--- src/core/pft_pkg.sv ---
// Purpose: constants for the protection fault timing engine
// Assumes: 50 MHz mclk
// Notes: overcurrent table in microseconds, cooling table in milliseconds, converted to cycles at elaboration
package pft_pkg;
  localparam int CLK_MHZ = 50;
  localparam int BLANK_NS = 5000;
  localparam int BLANK_CYC = (BLANK_NS * CLK_MHZ + 999) / 1000;
  localparam int SHUT_NS = 7000;
  localparam int SHUT_CYC = (SHUT_NS * CLK_MHZ) / 1000;
  localparam int SENSE_US = 70;
  localparam int SENSE_CYC = SENSE_US * CLK_MHZ;
  localparam int WDOG_MS = 310;
  localparam int WDOG_CYC = WDOG_MS * 1000 * CLK_MHZ;
  localparam int OLLED_US = 8300;
  localparam int OLLED_CYC = OLLED_US * CLK_MHZ;
  localparam int OC_STEPS = 7;
  localparam int BC_STEPS = 6;
  localparam logic [1:0] SEL_00 = 2'h0;
  localparam logic [1:0] SEL_01 = 2'h1;
  localparam logic [1:0] SEL_10 = 2'h2;
  localparam logic [1:0] SEL_11 = 2'h3;
  localparam int OC_NUM = 7;
  // overcurrent steps in us, index [sel][step]
  localparam int OC_US [4][7] = '{
    '{5000, 1720, 2000, 3000, 5000, 12200, 44600},
    '{2480, 800, 1040, 1580, 2240, 6120, 22200},
    '{9800, 3200, 4200, 5800, 9800, 24400, 89200},
    '{19600, 6400, 8400, 11600, 19600, 48800, 178400}};
  // bulb cooling steps in ms, index [sel][step]; 11 reuses medium
  localparam int BC_MS [4][6] = '{
    '{834, 448, 510, 596, 718, 898},
    '{418, 224, 254, 290, 360, 648},
    '{1668, 894, 1022, 1192, 1434, 1796},
    '{834, 448, 510, 596, 718, 898}};
  typedef enum logic [1:0] {
    PFT_IDLE = 2'b00,
    PFT_BLANK = 2'b01,
    PFT_FLAG = 2'b10,
    PFT_OFF = 2'b11
  } pft_fault_e;
endpackage

--- src/core/pft_top.sv ---
// Purpose: fault, sense, watchdog, openload and inrush/cooling timing
// Assumes: fault and select inputs synchronous to mclk except failsafe_input
// Notes: times use typical values; long counts are parameters
`timescale 1ns/1ps
module pft_top
  import pft_pkg::*;
#(
  parameter int SENSE_CYCLES = pft_pkg::SENSE_CYC,
  parameter int WDOG_CYCLES = pft_pkg::WDOG_CYC,
  parameter int OLLED_CYCLES = pft_pkg::OLLED_CYC,
  parameter int US_CYCLES = pft_pkg::CLK_MHZ
)
(
  input wire logic mclk, // 50 MHz clock
  input wire logic rst, // async reset, high
  input wire logic fault_detect, // any of the four faults present
  input wire logic overtemp_fault, // fault type flags
  input wire logic overcurrent_fault, // fault type flags
  input wire logic severe_short_fault, // fault type flags
  input wire logic undervoltage_fault, // fault type flags
  input wire logic output_cmd, // requested output state
  input wire logic sense_select, // pulse: new sense source chosen
  input wire logic failsafe_input, // pin, high when left open
  input wire logic wdog_kick, // pulse: host serviced watchdog
  input wire logic direct_in, // direct input command
  input wire logic led_mode, // openload check enabled for LEDs
  input wire logic pwm_en, // PWM module enabled
  input wire logic clk_internal, // 1 internal, 0 external clock
  input wire logic pwm_period_tick, // pulse: external PWM period end
  input wire logic inrush_start, // pulse: start overcurrent profile
  input wire logic cooling_start, // pulse: start cooling profile
  input wire logic [1:0] overcurrent_profile_sel, // inrush timing
  input wire logic [1:0] cooling_time_sel, // cooling timing
  output logic fault_status_pin_n, // low when fault reported
  output logic high_side_output, // switch drive
  output logic current_sense_valid, // sense output settled
  output logic failsafe_active, // watchdog expired
  output logic openload_check, // pulse: run openload check
  output logic clock_fail_enable, // clock-fail detector armed
  output logic [2:0] inrush_step, // current inrush step
  output logic inrush_busy, // inrush profile running
  output logic [2:0] cooling_step, // current cooling step
  output logic cooling_busy // cooling profile running
);
  import pft_pkg::*;

  initial
  begin
    if (SENSE_CYCLES < 1 || WDOG_CYCLES < 1 || OLLED_CYCLES < 1 || US_CYCLES < 1)
      $error("pft_top: cycle counts must be positive");
  end

  localparam int BC_CYC_MS = US_CYCLES * 1000;

  pft_fault_e f_state_reg, f_state_next;
  logic [31:0] f_cnt_reg, f_cnt_next;
  logic fs_n_reg, fs_n_next, hs_reg, hs_next;
  logic [31:0] s_cnt_reg, s_cnt_next;
  logic sv_reg, sv_next;
  logic [2:0] fsi_sync_reg;
  logic fsi_reg, fsi_next;
  logic [31:0] w_cnt_reg, w_cnt_next;
  logic fsa_reg, fsa_next;
  logic [31:0] o_cnt_reg, o_cnt_next;
  logic ol_reg, ol_next, cfe_reg, cfe_next;
  logic [31:0] i_cnt_reg, i_cnt_next;
  logic [2:0] i_step_reg, i_step_next;
  logic i_busy_reg, i_busy_next;
  logic [1:0] i_sel_reg, i_sel_next;
  logic [31:0] c_cnt_reg, c_cnt_next;
  logic [2:0] c_step_reg, c_step_next;
  logic c_busy_reg, c_busy_next;
  logic [1:0] c_sel_reg, c_sel_next;
  logic shut_fault;

  function automatic logic [31:0] oc_cycles(input logic [1:0] sel, input logic [2:0] st);
    oc_cycles = 32'(OC_US[sel][st] * US_CYCLES);
  endfunction

  function automatic logic [31:0] bc_cycles(input logic [1:0] sel, input logic [2:0] st);
    bc_cycles = 32'(BC_MS[sel][st] * BC_CYC_MS);
  endfunction

  assign shut_fault = overtemp_fault | overcurrent_fault | severe_short_fault |
                      undervoltage_fault;

  always_comb
  begin
    f_state_next = f_state_reg;
    f_cnt_next = f_cnt_reg;
    fs_n_next = fs_n_reg;
    hs_next = hs_reg;
    case (f_state_reg)
      PFT_IDLE:
      begin
        hs_next = output_cmd;
        fs_n_next = 1'b1;
        f_cnt_next = 32'h0;
        if (fault_detect)
          f_state_next = PFT_BLANK;
      end
      PFT_BLANK:
      begin
        hs_next = output_cmd;
        if (!fault_detect)
          f_state_next = PFT_IDLE;
        else if (f_cnt_reg >= 32'(BLANK_CYC - 1))
        begin
          fs_n_next = 1'b0;
          f_cnt_next = 32'h0;
          f_state_next = PFT_FLAG;
        end
        else
          f_cnt_next = f_cnt_reg + 32'h1;
      end
      PFT_FLAG:
      begin
        hs_next = output_cmd;
        if (!shut_fault && !fault_detect)
          f_state_next = PFT_IDLE;
        else if (shut_fault && f_cnt_reg >= 32'(SHUT_CYC - 1))
        begin
          hs_next = 1'b0;
          f_state_next = PFT_OFF;
        end
        else if (shut_fault)
          f_cnt_next = f_cnt_reg + 32'h1;
      end
      PFT_OFF:
      begin
        hs_next = 1'b0;
        if (!fault_detect && !shut_fault && !output_cmd)
          f_state_next = PFT_IDLE;
      end
      default: f_state_next = PFT_IDLE;
    endcase
  end

  always_comb
  begin
    s_cnt_next = s_cnt_reg;
    sv_next = sv_reg;
    if (sense_select)
    begin
      s_cnt_next = 32'h0;
      sv_next = 1'b0;
    end
    else if (!sv_reg)
    begin
      if (s_cnt_reg >= 32'(SENSE_CYCLES - 1))
        sv_next = 1'b1;
      else
        s_cnt_next = s_cnt_reg + 32'h1;
    end
  end

  always_comb
  begin
    // change accepted only when second and third stages agree
    fsi_next = (fsi_sync_reg[1] == fsi_sync_reg[2]) ? fsi_sync_reg[2] : fsi_reg;
    w_cnt_next = w_cnt_reg;
    fsa_next = fsa_reg;
    if (!fsi_reg || wdog_kick)
    begin
      w_cnt_next = 32'h0;
      fsa_next = 1'b0;
    end
    else if (!fsa_reg)
    begin
      if (w_cnt_reg >= 32'(WDOG_CYCLES - 1))
        fsa_next = 1'b1;
      else
        w_cnt_next = w_cnt_reg + 32'h1;
    end
  end

  always_comb
  begin
    o_cnt_next = o_cnt_reg;
    ol_next = 1'b0;
    cfe_next = pwm_en & ~clk_internal;
    if (!led_mode)
      o_cnt_next = 32'h0;
    else if (pwm_en && !clk_internal)
      ol_next = pwm_period_tick;
    else if (o_cnt_reg >= 32'(OLLED_CYCLES - 1))
    begin
      o_cnt_next = 32'h0;
      ol_next = 1'b1;
    end
    else
      o_cnt_next = o_cnt_reg + 32'h1;
  end

  always_comb
  begin
    i_cnt_next = i_cnt_reg;
    i_step_next = i_step_reg;
    i_busy_next = i_busy_reg;
    i_sel_next = i_sel_reg;
    if (inrush_start)
    begin
      i_sel_next = overcurrent_profile_sel;
      i_cnt_next = 32'h0;
      i_step_next = 3'h0;
      i_busy_next = 1'b1;
    end
    else if (i_busy_reg)
    begin
      if (i_cnt_reg >= oc_cycles(i_sel_reg, i_step_reg) - 32'h1)
      begin
        i_cnt_next = 32'h0;
        if (i_step_reg == 3'(OC_STEPS - 1))
          i_busy_next = 1'b0;
        else
          i_step_next = i_step_reg + 3'h1;
      end
      else
        i_cnt_next = i_cnt_reg + 32'h1;
    end
  end

  always_comb
  begin
    c_cnt_next = c_cnt_reg;
    c_step_next = c_step_reg;
    c_busy_next = c_busy_reg;
    c_sel_next = c_sel_reg;
    if (cooling_start)
    begin
      c_sel_next = cooling_time_sel;
      c_cnt_next = 32'h0;
      c_step_next = 3'h0;
      c_busy_next = 1'b1;
    end
    else if (c_busy_reg)
    begin
      if (c_cnt_reg >= bc_cycles(c_sel_reg, c_step_reg) - 32'h1)
      begin
        c_cnt_next = 32'h0;
        if (c_step_reg == 3'(BC_STEPS - 1))
          c_busy_next = 1'b0;
        else
          c_step_next = c_step_reg + 3'h1;
      end
      else
        c_cnt_next = c_cnt_reg + 32'h1;
    end
  end

  always_ff @(posedge mclk or posedge rst)
  begin
    if (rst)
    begin
      f_state_reg <= PFT_IDLE;
      f_cnt_reg <= 32'h0;
      fs_n_reg <= 1'b1;
      hs_reg <= 1'b0;
      s_cnt_reg <= 32'h0;
      sv_reg <= 1'b0;
      fsi_sync_reg <= 3'h0;
      fsi_reg <= 1'b0;
      w_cnt_reg <= 32'h0;
      fsa_reg <= 1'b0;
      o_cnt_reg <= 32'h0;
      ol_reg <= 1'b0;
      cfe_reg <= 1'b0;
      i_cnt_reg <= 32'h0;
      i_step_reg <= 3'h0;
      i_busy_reg <= 1'b0;
      i_sel_reg <= SEL_00;
      c_cnt_reg <= 32'h0;
      c_step_reg <= 3'h0;
      c_busy_reg <= 1'b0;
      c_sel_reg <= SEL_00;
    end
    else
    begin
      f_state_reg <= f_state_next;
      f_cnt_reg <= f_cnt_next;
      fs_n_reg <= fs_n_next;
      hs_reg <= fsa_next ? direct_in : hs_next;
      s_cnt_reg <= s_cnt_next;
      sv_reg <= sv_next;
      fsi_sync_reg <= {fsi_sync_reg[1:0], failsafe_input};
      fsi_reg <= fsi_next;
      w_cnt_reg <= w_cnt_next;
      fsa_reg <= fsa_next;
      o_cnt_reg <= o_cnt_next;
      ol_reg <= ol_next;
      cfe_reg <= cfe_next;
      i_cnt_reg <= i_cnt_next;
      i_step_reg <= i_step_next;
      i_busy_reg <= i_busy_next;
      i_sel_reg <= i_sel_next;
      c_cnt_reg <= c_cnt_next;
      c_step_reg <= c_step_next;
      c_busy_reg <= c_busy_next;
      c_sel_reg <= c_sel_next;
    end
  end

  assign fault_status_pin_n = fs_n_reg;
  assign high_side_output = hs_reg;
  assign current_sense_valid = sv_reg;
  assign failsafe_active = fsa_reg;
  assign openload_check = ol_reg;
  assign clock_fail_enable = cfe_reg;
  assign inrush_step = i_step_reg;
  assign inrush_busy = i_busy_reg;
  assign cooling_step = c_step_reg;
  assign cooling_busy = c_busy_reg;
endmodule

--- config.mk ---
export PLATFORM = sky130hd
export DESIGN_NAME = pft_top
export DESIGN_NICKNAME = d
export VERILOG_FILES = /design/src/core/pft_pkg.sv /design/src/core/pft_top.sv
export SDC_FILE = /design/constraint.sdc
export NUM_CORES = 1
export LEC_CHECK = 0
export BUFFER_PORTS_ARGS = -buffer_cell sky130_fd_sc_hd__buf_2
export CAP_MARGIN = 5
export CORE_UTILIZATION = 45
export CTS_BUF_LIST = sky130_fd_sc_hd__clkbuf_4 sky130_fd_sc_hd__clkbuf_8
export DETAILED_ROUTE_END_ITERATION = 8
export SETUP_SLACK_MARGIN = 0.2
export SYNTH_ARGS = -nofsm -noshare
export SYNTH_HDL_FRONTEND = slang
export SYNTH_SLANG_ARGS = --single-unit
--- constraint.sdc ---
create_clock -name mclk -period 11.9 [get_ports mclk]
set_input_delay 1.785 -clock mclk [delete_from_list [all_inputs] [get_ports mclk]]
set_output_delay 1.785 -clock mclk [all_outputs]
set_load 0.03 [all_outputs]
==> results.py, run 1 <==
metrics = {
    "synthesis": {
        "yosys_warnings": 0,
        "ys.flop_type": "dfrtp_1",
        "synth_area_leader_cell": "dfrtp_1",
        "synthArstFlopShare_pct": 100,
        "yosysTopAreaCellShare_pct": 30.7,
        "synth_edf_count": 0,
        "synth-seq-area-share_pct": 30.9,
        "netlist_area_um2": 17500,
        "ys_types": 82,
        "avgSynthCellArea_um2": 8.60,
        "syn_inst": 2035,
        "ys_seq_elements": 216,
        "synth_fp_nets": 2308,
        "synthTopCellsByArea": "dfrtp_1 (31%), ha_1 (16%), o21ai_0 (4.6%)",
    },
    "worst_setup_path": {
        "timing.critical_path.mode_cell": "ha_1",
        "start_kind": "flip-flop",
        "worst-path-stages": 30,
        "worstReg2RegStart": "c_sel_reg[0]$_DFFE_PP0P_",
        "crit_buf_inv": 3,
        "path_delay_family": "compound AO/OA/AOI/OAI gates",
        "required_ns": 12.37,
        "crit_path_top_delay_cell": "a221oi_1",
        "max_stage_delay_ns": 1.07,
        "reg2reg_depth": 30,
        "crit_path_end_kind": "flip-flop",
        "ff2ff_setup_slack_ns": 2.84,
        "critical_path_arrival_ns": 9.53,
        "critPathKind": "flip-flop to flip-flop",
        "crit_fanout": 15,
        "startpoint": "c_sel_reg[0]$_DFFE_PP0P_",
    },
    "layout": {
        "multi_input_area_um2": 11300,
        "final_cell_mix": "ha_1 (223), dfrtp_1 (215), nor2_1 (183)",
        "finish.utilization_pct": 50.0,
        "final_nets": 2325,
        "fillCellCount": 3631,
        "drive_gt1_share_pct": 7.44,
        "area_delta_synth_final_pct": 8.43,
        "seq_area_um2": 5410,
        "diodes": 0,
        "final_common_cell": "ha_1",
    },
    "drt": {
        "vias": 14400,
        "viasPerCell": 5.54,
        "wire_per_inst_um": 14.5,
        "drtPass1Iterations": 5,
        "antenna_left": 0,
        "drc_errors": 0,
        "drt_wl_total_um": 37600,
        "drtIter0Drc": 721,
    },
    "timing": {
        "final-hold-violation-count": 0,
        "slew_headroom_pct": 15.5,
        "slew_viol_final": 0,
        "worst_pin_slew_ns": 1.27,
        "max_clock_freq_ghz": 0.110,
        "period_needed_ns": 9.06,
        "setup_viol_count_final": 0,
        "fin_crit_sh_pct": 76.1,
        "clock_skew_ns": 0.0117,
        "setup_tns_ns": 0,
        "grt_setup_unrepaired": "no",
    },
    "grt": {
        "gr-total-overflow": 0,
        "grt_pass1_wl_um": 64700,
        "grt_antenna_before_repair": 0,
        "grt_pass1_vias": 13700,
        "track_usage_pct": 19.5,
        "grt_max_degree": 141,
    },
    "outcome": {
        "status": "complete, no violations",
    },
    "pwr": {
        "p_total_uw": 3040,
        "ir_worst_vdd_mv": 0.116,
        "p_per_area_nw_per_um2": 160,
        "power_leakage_uw": 0.00904,
    },
    "floorplan": {
        "core_area_um2": 37900,
        "start_util_pct": 46.1,
        "die_area_um2": 39700,
        "dieWidth_um": 199,
        "ios": 36,
        "rows": 71,
        "fp.dieH_um": 199,
    },
    "worst_hold_path": {
        "min_path_type": "flip-flop to flip-flop",
        "hp-start": "fsi_sync_reg[0]$_DFF_PP0_",
        "whs_path_depth": 0,
    },
    "clock_network": {
        "cts_max_level": 2,
        "clk-insertion-delay-late_ns": 0.56,
        "cts_hold_buffers": 0,
        "postCtsSetupRepairBufs": 0,
        "cts_resized": 0,
        "cts_tree": "built",
        "clockRootBuffer": "clkbuf_8",
        "ctsLongestPathBuffers": 3,
        "path_clk_slew_ns": 0.06,
        "cts.sinks": 216,
        "cts_buffers": 41,
    },
    "placed_design": {
        "port_buffers": 35,
        "place.gp.congestion": 0.850,
        "dp_hpwl_um": 27200,
    },
    "run": {
        "cap_violations": 0,
    },
}
[cell families after synthesis]
logic type	Yosys count	synth area share, %
simple gates	756	21.7
xor+xnor	123	6.15
mux	9	0.593
fa+ha+maj	252	19.2
flops	216	30.9
buf+inv	203	4.48
compound gates	476	17.0
[cell type report]
cell class              count  share of cell area [%]
repair buffers             44                    1.28
clock buffers              65                    4.32
flip-flops and latches    216                    28.5
clock inverters             9                   0.270
well taps                 511                    3.37
multi-input cells        1616                    59.6
inverters                 133                    2.67
[final timing paths]
path                                        endpoint
hold / removal             fsi_sync_reg[1]$_DFF_PP0_
hold reg to reg            fsi_sync_reg[1]$_DFF_PP0_
setup reg to reg           c_cnt_reg[13]$_DFFE_PP0P_
max in group asynchronous  f_cnt_reg[24]$_DFFE_PP0P_
min in group asynchronous   o_cnt_reg[6]$_DFFE_PP0P_
setup / recovery           c_cnt_reg[13]$_DFFE_PP0P_
[metrics by stage]
step	std cells	worst slack (ns)	cell area, um2	hold WS [ns]
after floorplan	2035	3.70	17500	0.331
after global placement	2520	3.09	18100	0.332
after detailed placement	2520	2.73	18100	0.350
after CTS	2594	2.72	19000	0.378
after global routing	2594	2.10	19000	0.375
final	2594	2.84	19000	0.369
[per-layer routing]
| layer | up-vias | GRT usage, % | wire length [um] |
|---|---|---|---|
| li1 | 7311 | - | - |
| met4 | 0 | 4.59 | 698 |
| met5 | - | 0 | 0 |
| met2 | 159 | 32.0 | 17200 |
| met1 | 6856 | 26.8 | 18800 |
| met3 | 51 | 2.89 | 961 |
[synth_stat cells, drive strengths merged, types with 39 or more instances]
master,number
xnor2,60
o21ai,163
a21oi,116
nor3,39
ha,223
inv,133
nand2,179
nor2,183
and3,59
a21o,43
dfrtp,215
xor2,63
nand3,98
clkbuf,59
[where the power goes]
part	internal [uW]	total, uW	leakage (uW)	switching [uW]
registers	747	761	0.00297	14.0
clock network	438	764	0.000468	326
logic	604	1520	0.00560	912
[worst reg2reg max path, delay by kind of cell, from the launching register on]
family / cells / cell delay [ns]
flops: 1 / 0.36
compound gates: 13 / 3.59
fa+ha+maj: 8 / 3.27
buf+inv: 3 / 0.18
xor+xnor: 1 / 0.16
simple gates: 5 / 1.41
Power figures use the tool's default switching activity.
==> inputs of run 2 (changes only) <==
==> constraint.sdc (replaced) <==
create_clock -name mclk -period 8.6 [get_ports mclk]
set_input_delay 1.29 -clock mclk [delete_from_list [all_inputs] [get_ports mclk]]
set_output_delay 1.29 -clock mclk [all_outputs]
set_load 0.03 [all_outputs]
==> results.py, run 2 (synthesis results as in run 1) <==
metrics = {
    "outcome": {
        "status": "complete, no violations",
    },
    "worst_hold_path": {
        "hp-start": "fsi_sync_reg[0]$_DFF_PP0_",
        "whs_path_depth": 0,
        "min_path_type": "flip-flop to flip-flop",
        "min_to": "fsi_sync_reg[1]$_DFF_PP0_",
    },
    "timing": {
        "final-hold-violation-count": 0,
        "slew_viol_final": 0,
        "grt_setup_unrepaired": "no",
        "setup_viol_count_final": 0,
        "worst_pin_slew_ns": 1.01,
        "slew_headroom_pct": 32.9,
        "max_clock_freq_ghz": 0.125,
        "setup_ws_ns": 0.608,
        "period_needed_ns": 7.99,
        "fin_crit_sh_pct": 92.9,
        "clock_skew_ns": 0.0237,
        "setup_tns_ns": 0,
    },
    "clock_network": {
        "cts_buffers": 42,
        "path_clk_slew_ns": 0.06,
        "cts_hold_buffers": 0,
        "ctsLongestPathBuffers": 3,
        "clockRootBuffer": "clkbuf_8",
        "cts_max_level": 2,
        "cts.sinks": 216,
        "clk-insertion-delay-late_ns": 0.57,
        "cts_tree": "built",
    },
    "grt": {
        "grt.met3_usage_pct": 2.65,
        "use_met1_pct": 28.2,
        "track_usage_pct": 20.0,
        "met2_usage_pct": 32.4,
        "grt_antenna_before_repair": 0,
        "grt_pass1_vias": 13700,
        "grt_max_degree": 141,
        "gr-total-overflow": 0,
        "grt_pass1_wl_um": 66400,
        "grt-busiest-layer": "met2",
    },
    "drt": {
        "drc_errors": 0,
        "vias": 14500,
        "drtIter0Drc": 819,
        "drt_wl_total_um": 38400,
        "antenna_left": 0,
        "drtPass1Iterations": 5,
        "viasPerCell": 5.53,
        "wire_per_inst_um": 14.7,
    },
    "layout": {
        "area_delta_synth_final_pct": 10.2,
        "final_cell_mix": "ha_1 (221), dfrtp_1 (210), nor2_1 (183)",
        "final_nets": 2351,
        "final_common_cell": "ha_1",
        "drive_gt1_share_pct": 9.44,
        "diodes": 0,
    },
    "worst_setup_path": {
        "critPathKind": "flip-flop to flip-flop",
        "crit_path_end_kind": "flip-flop",
        "timing.critical_path.mode_cell": "ha_1",
        "crit_path_top_delay_cell": "fa_1",
        "max_stage_delay_ns": 0.52,
        "reg2reg_depth": 33,
        "critical_path_arrival_ns": 8.50,
        "ff2ff_setup_slack_ns": 0.61,
        "worstReg2RegEnd": "c_cnt_reg[5]$_DFFE_PP0P_",
        "crit_fanout": 19,
        "required_ns": 9.11,
        "worstReg2RegStart": "c_sel_reg[0]$_DFFE_PP0P_",
        "start_kind": "flip-flop",
    },
    "pwr": {
        "power_leakage_uw": 0.00920,
        "p_per_area_nw_per_um2": 223,
        "ir_worst_vdd_mv": 0.198,
    },
    "placed_design": {
        "port_buffers": 35,
        "dp_slack_ns": 0.273,
        "place.gp.congestion": 0.880,
        "dp_hpwl_um": 27700,
    },
    "floorplan": {
        "rows": 71,
        "core_area_um2": 37900,
        "start_util_pct": 46.1,
        "fp.dieH_um": 199,
        "die_area_um2": 39700,
        "dieWidth_um": 199,
        "ios": 36,
    },
    "run": {
        "cap_violations": 0,
    },
}
-- run 2: area by class of cell --
class,count,area (um2)
clock buffer,65,807
inverter,133,507
timing repair buffer,69,460
sequential,216,5410
multi-input combinational,1616,11400
tap,511,639
fill,3604,18600
clock inverter,10,90.1
-- run 2: what timing repair did --
item,in CTS,in global routing
resized for setup,0,24
setup buffers,0,11
setup endpoints to repair,0,68
-- run 2: layer usage --
metal / vias up / routed length, um
met5: - / 0
met4: 0 / 584
met3: 51 / 1120
met2: 192 / 17800
met1: 6875 / 18900
li1: 7358 / -
-- run 2: metrics by stage --
| stage | area [um2] | std cells | power, uW | util [%] | hold slack, ns |
|---|---|---|---|---|---|
| floorplan | 17500 | 2035 | 2790 | - | 0.331 |
| global placement | 18200 | 2533 | 3130 | 48.0 | 0.334 |
| detailed placement | 18200 | 2533 | 3170 | 48.0 | 0.341 |
| CTS | 19100 | 2608 | 4310 | 50.4 | 0.354 |
| global route | 19300 | 2620 | 4700 | 50.8 | 0.356 |
| finish | 19300 | 2620 | 4300 | 50.8 | 0.350 |
-- run 2: worst max-delay path by stage --
stage	to	cells past startpoint	slack [ns]	start
after floorplan	c_cnt_reg[2]$_DFFE_PP0P_	33	0.40	c_sel_reg[0]$_DFFE_PP0P_
after global placement	c_cnt_reg[6]$_DFFE_PP0P_	31	0.44	c_sel_reg[0]$_DFFE_PP0P_
after detailed placement	c_cnt_reg[4]$_DFFE_PP0P_	30	0.27	c_sel_reg[0]$_DFFE_PP0P_
after CTS	c_cnt_reg[6]$_DFFE_PP0P_	31	0.25	c_sel_reg[0]$_DFFE_PP0P_
after global routing	c_cnt_reg[24]$_DFFE_PP0P_	32	0.18	c_sel_reg[0]$_DFFE_PP0P_
final	c_cnt_reg[5]$_DFFE_PP0P_	33	0.61	c_sel_reg[0]$_DFFE_PP0P_
-- run 2: report_power, final --
part / leakage, uW / total, uW / switching [uW] / internal, uW
registers: 0.00296 / 1050 / 18.9 / 1030
clock network: 0.000482 / 1100 / 466 / 631
logic: 0.00575 / 2150 / 1280 / 866
-- run 2: critical path, delay by kind of cell, from the launching register on --
| family | cells | cell delay, ns |
|---|---|---|
| AOI/OAI and AO/OA | 12 | 2.30 |
| DFF | 1 | 0.40 |
| and+or+nand+nor | 7 | 1.54 |
| xor gates and xnor gates | 1 | 0.16 |
| buffers and inverters | 5 | 0.59 |
| adders and majority gates | 8 | 2.96 |
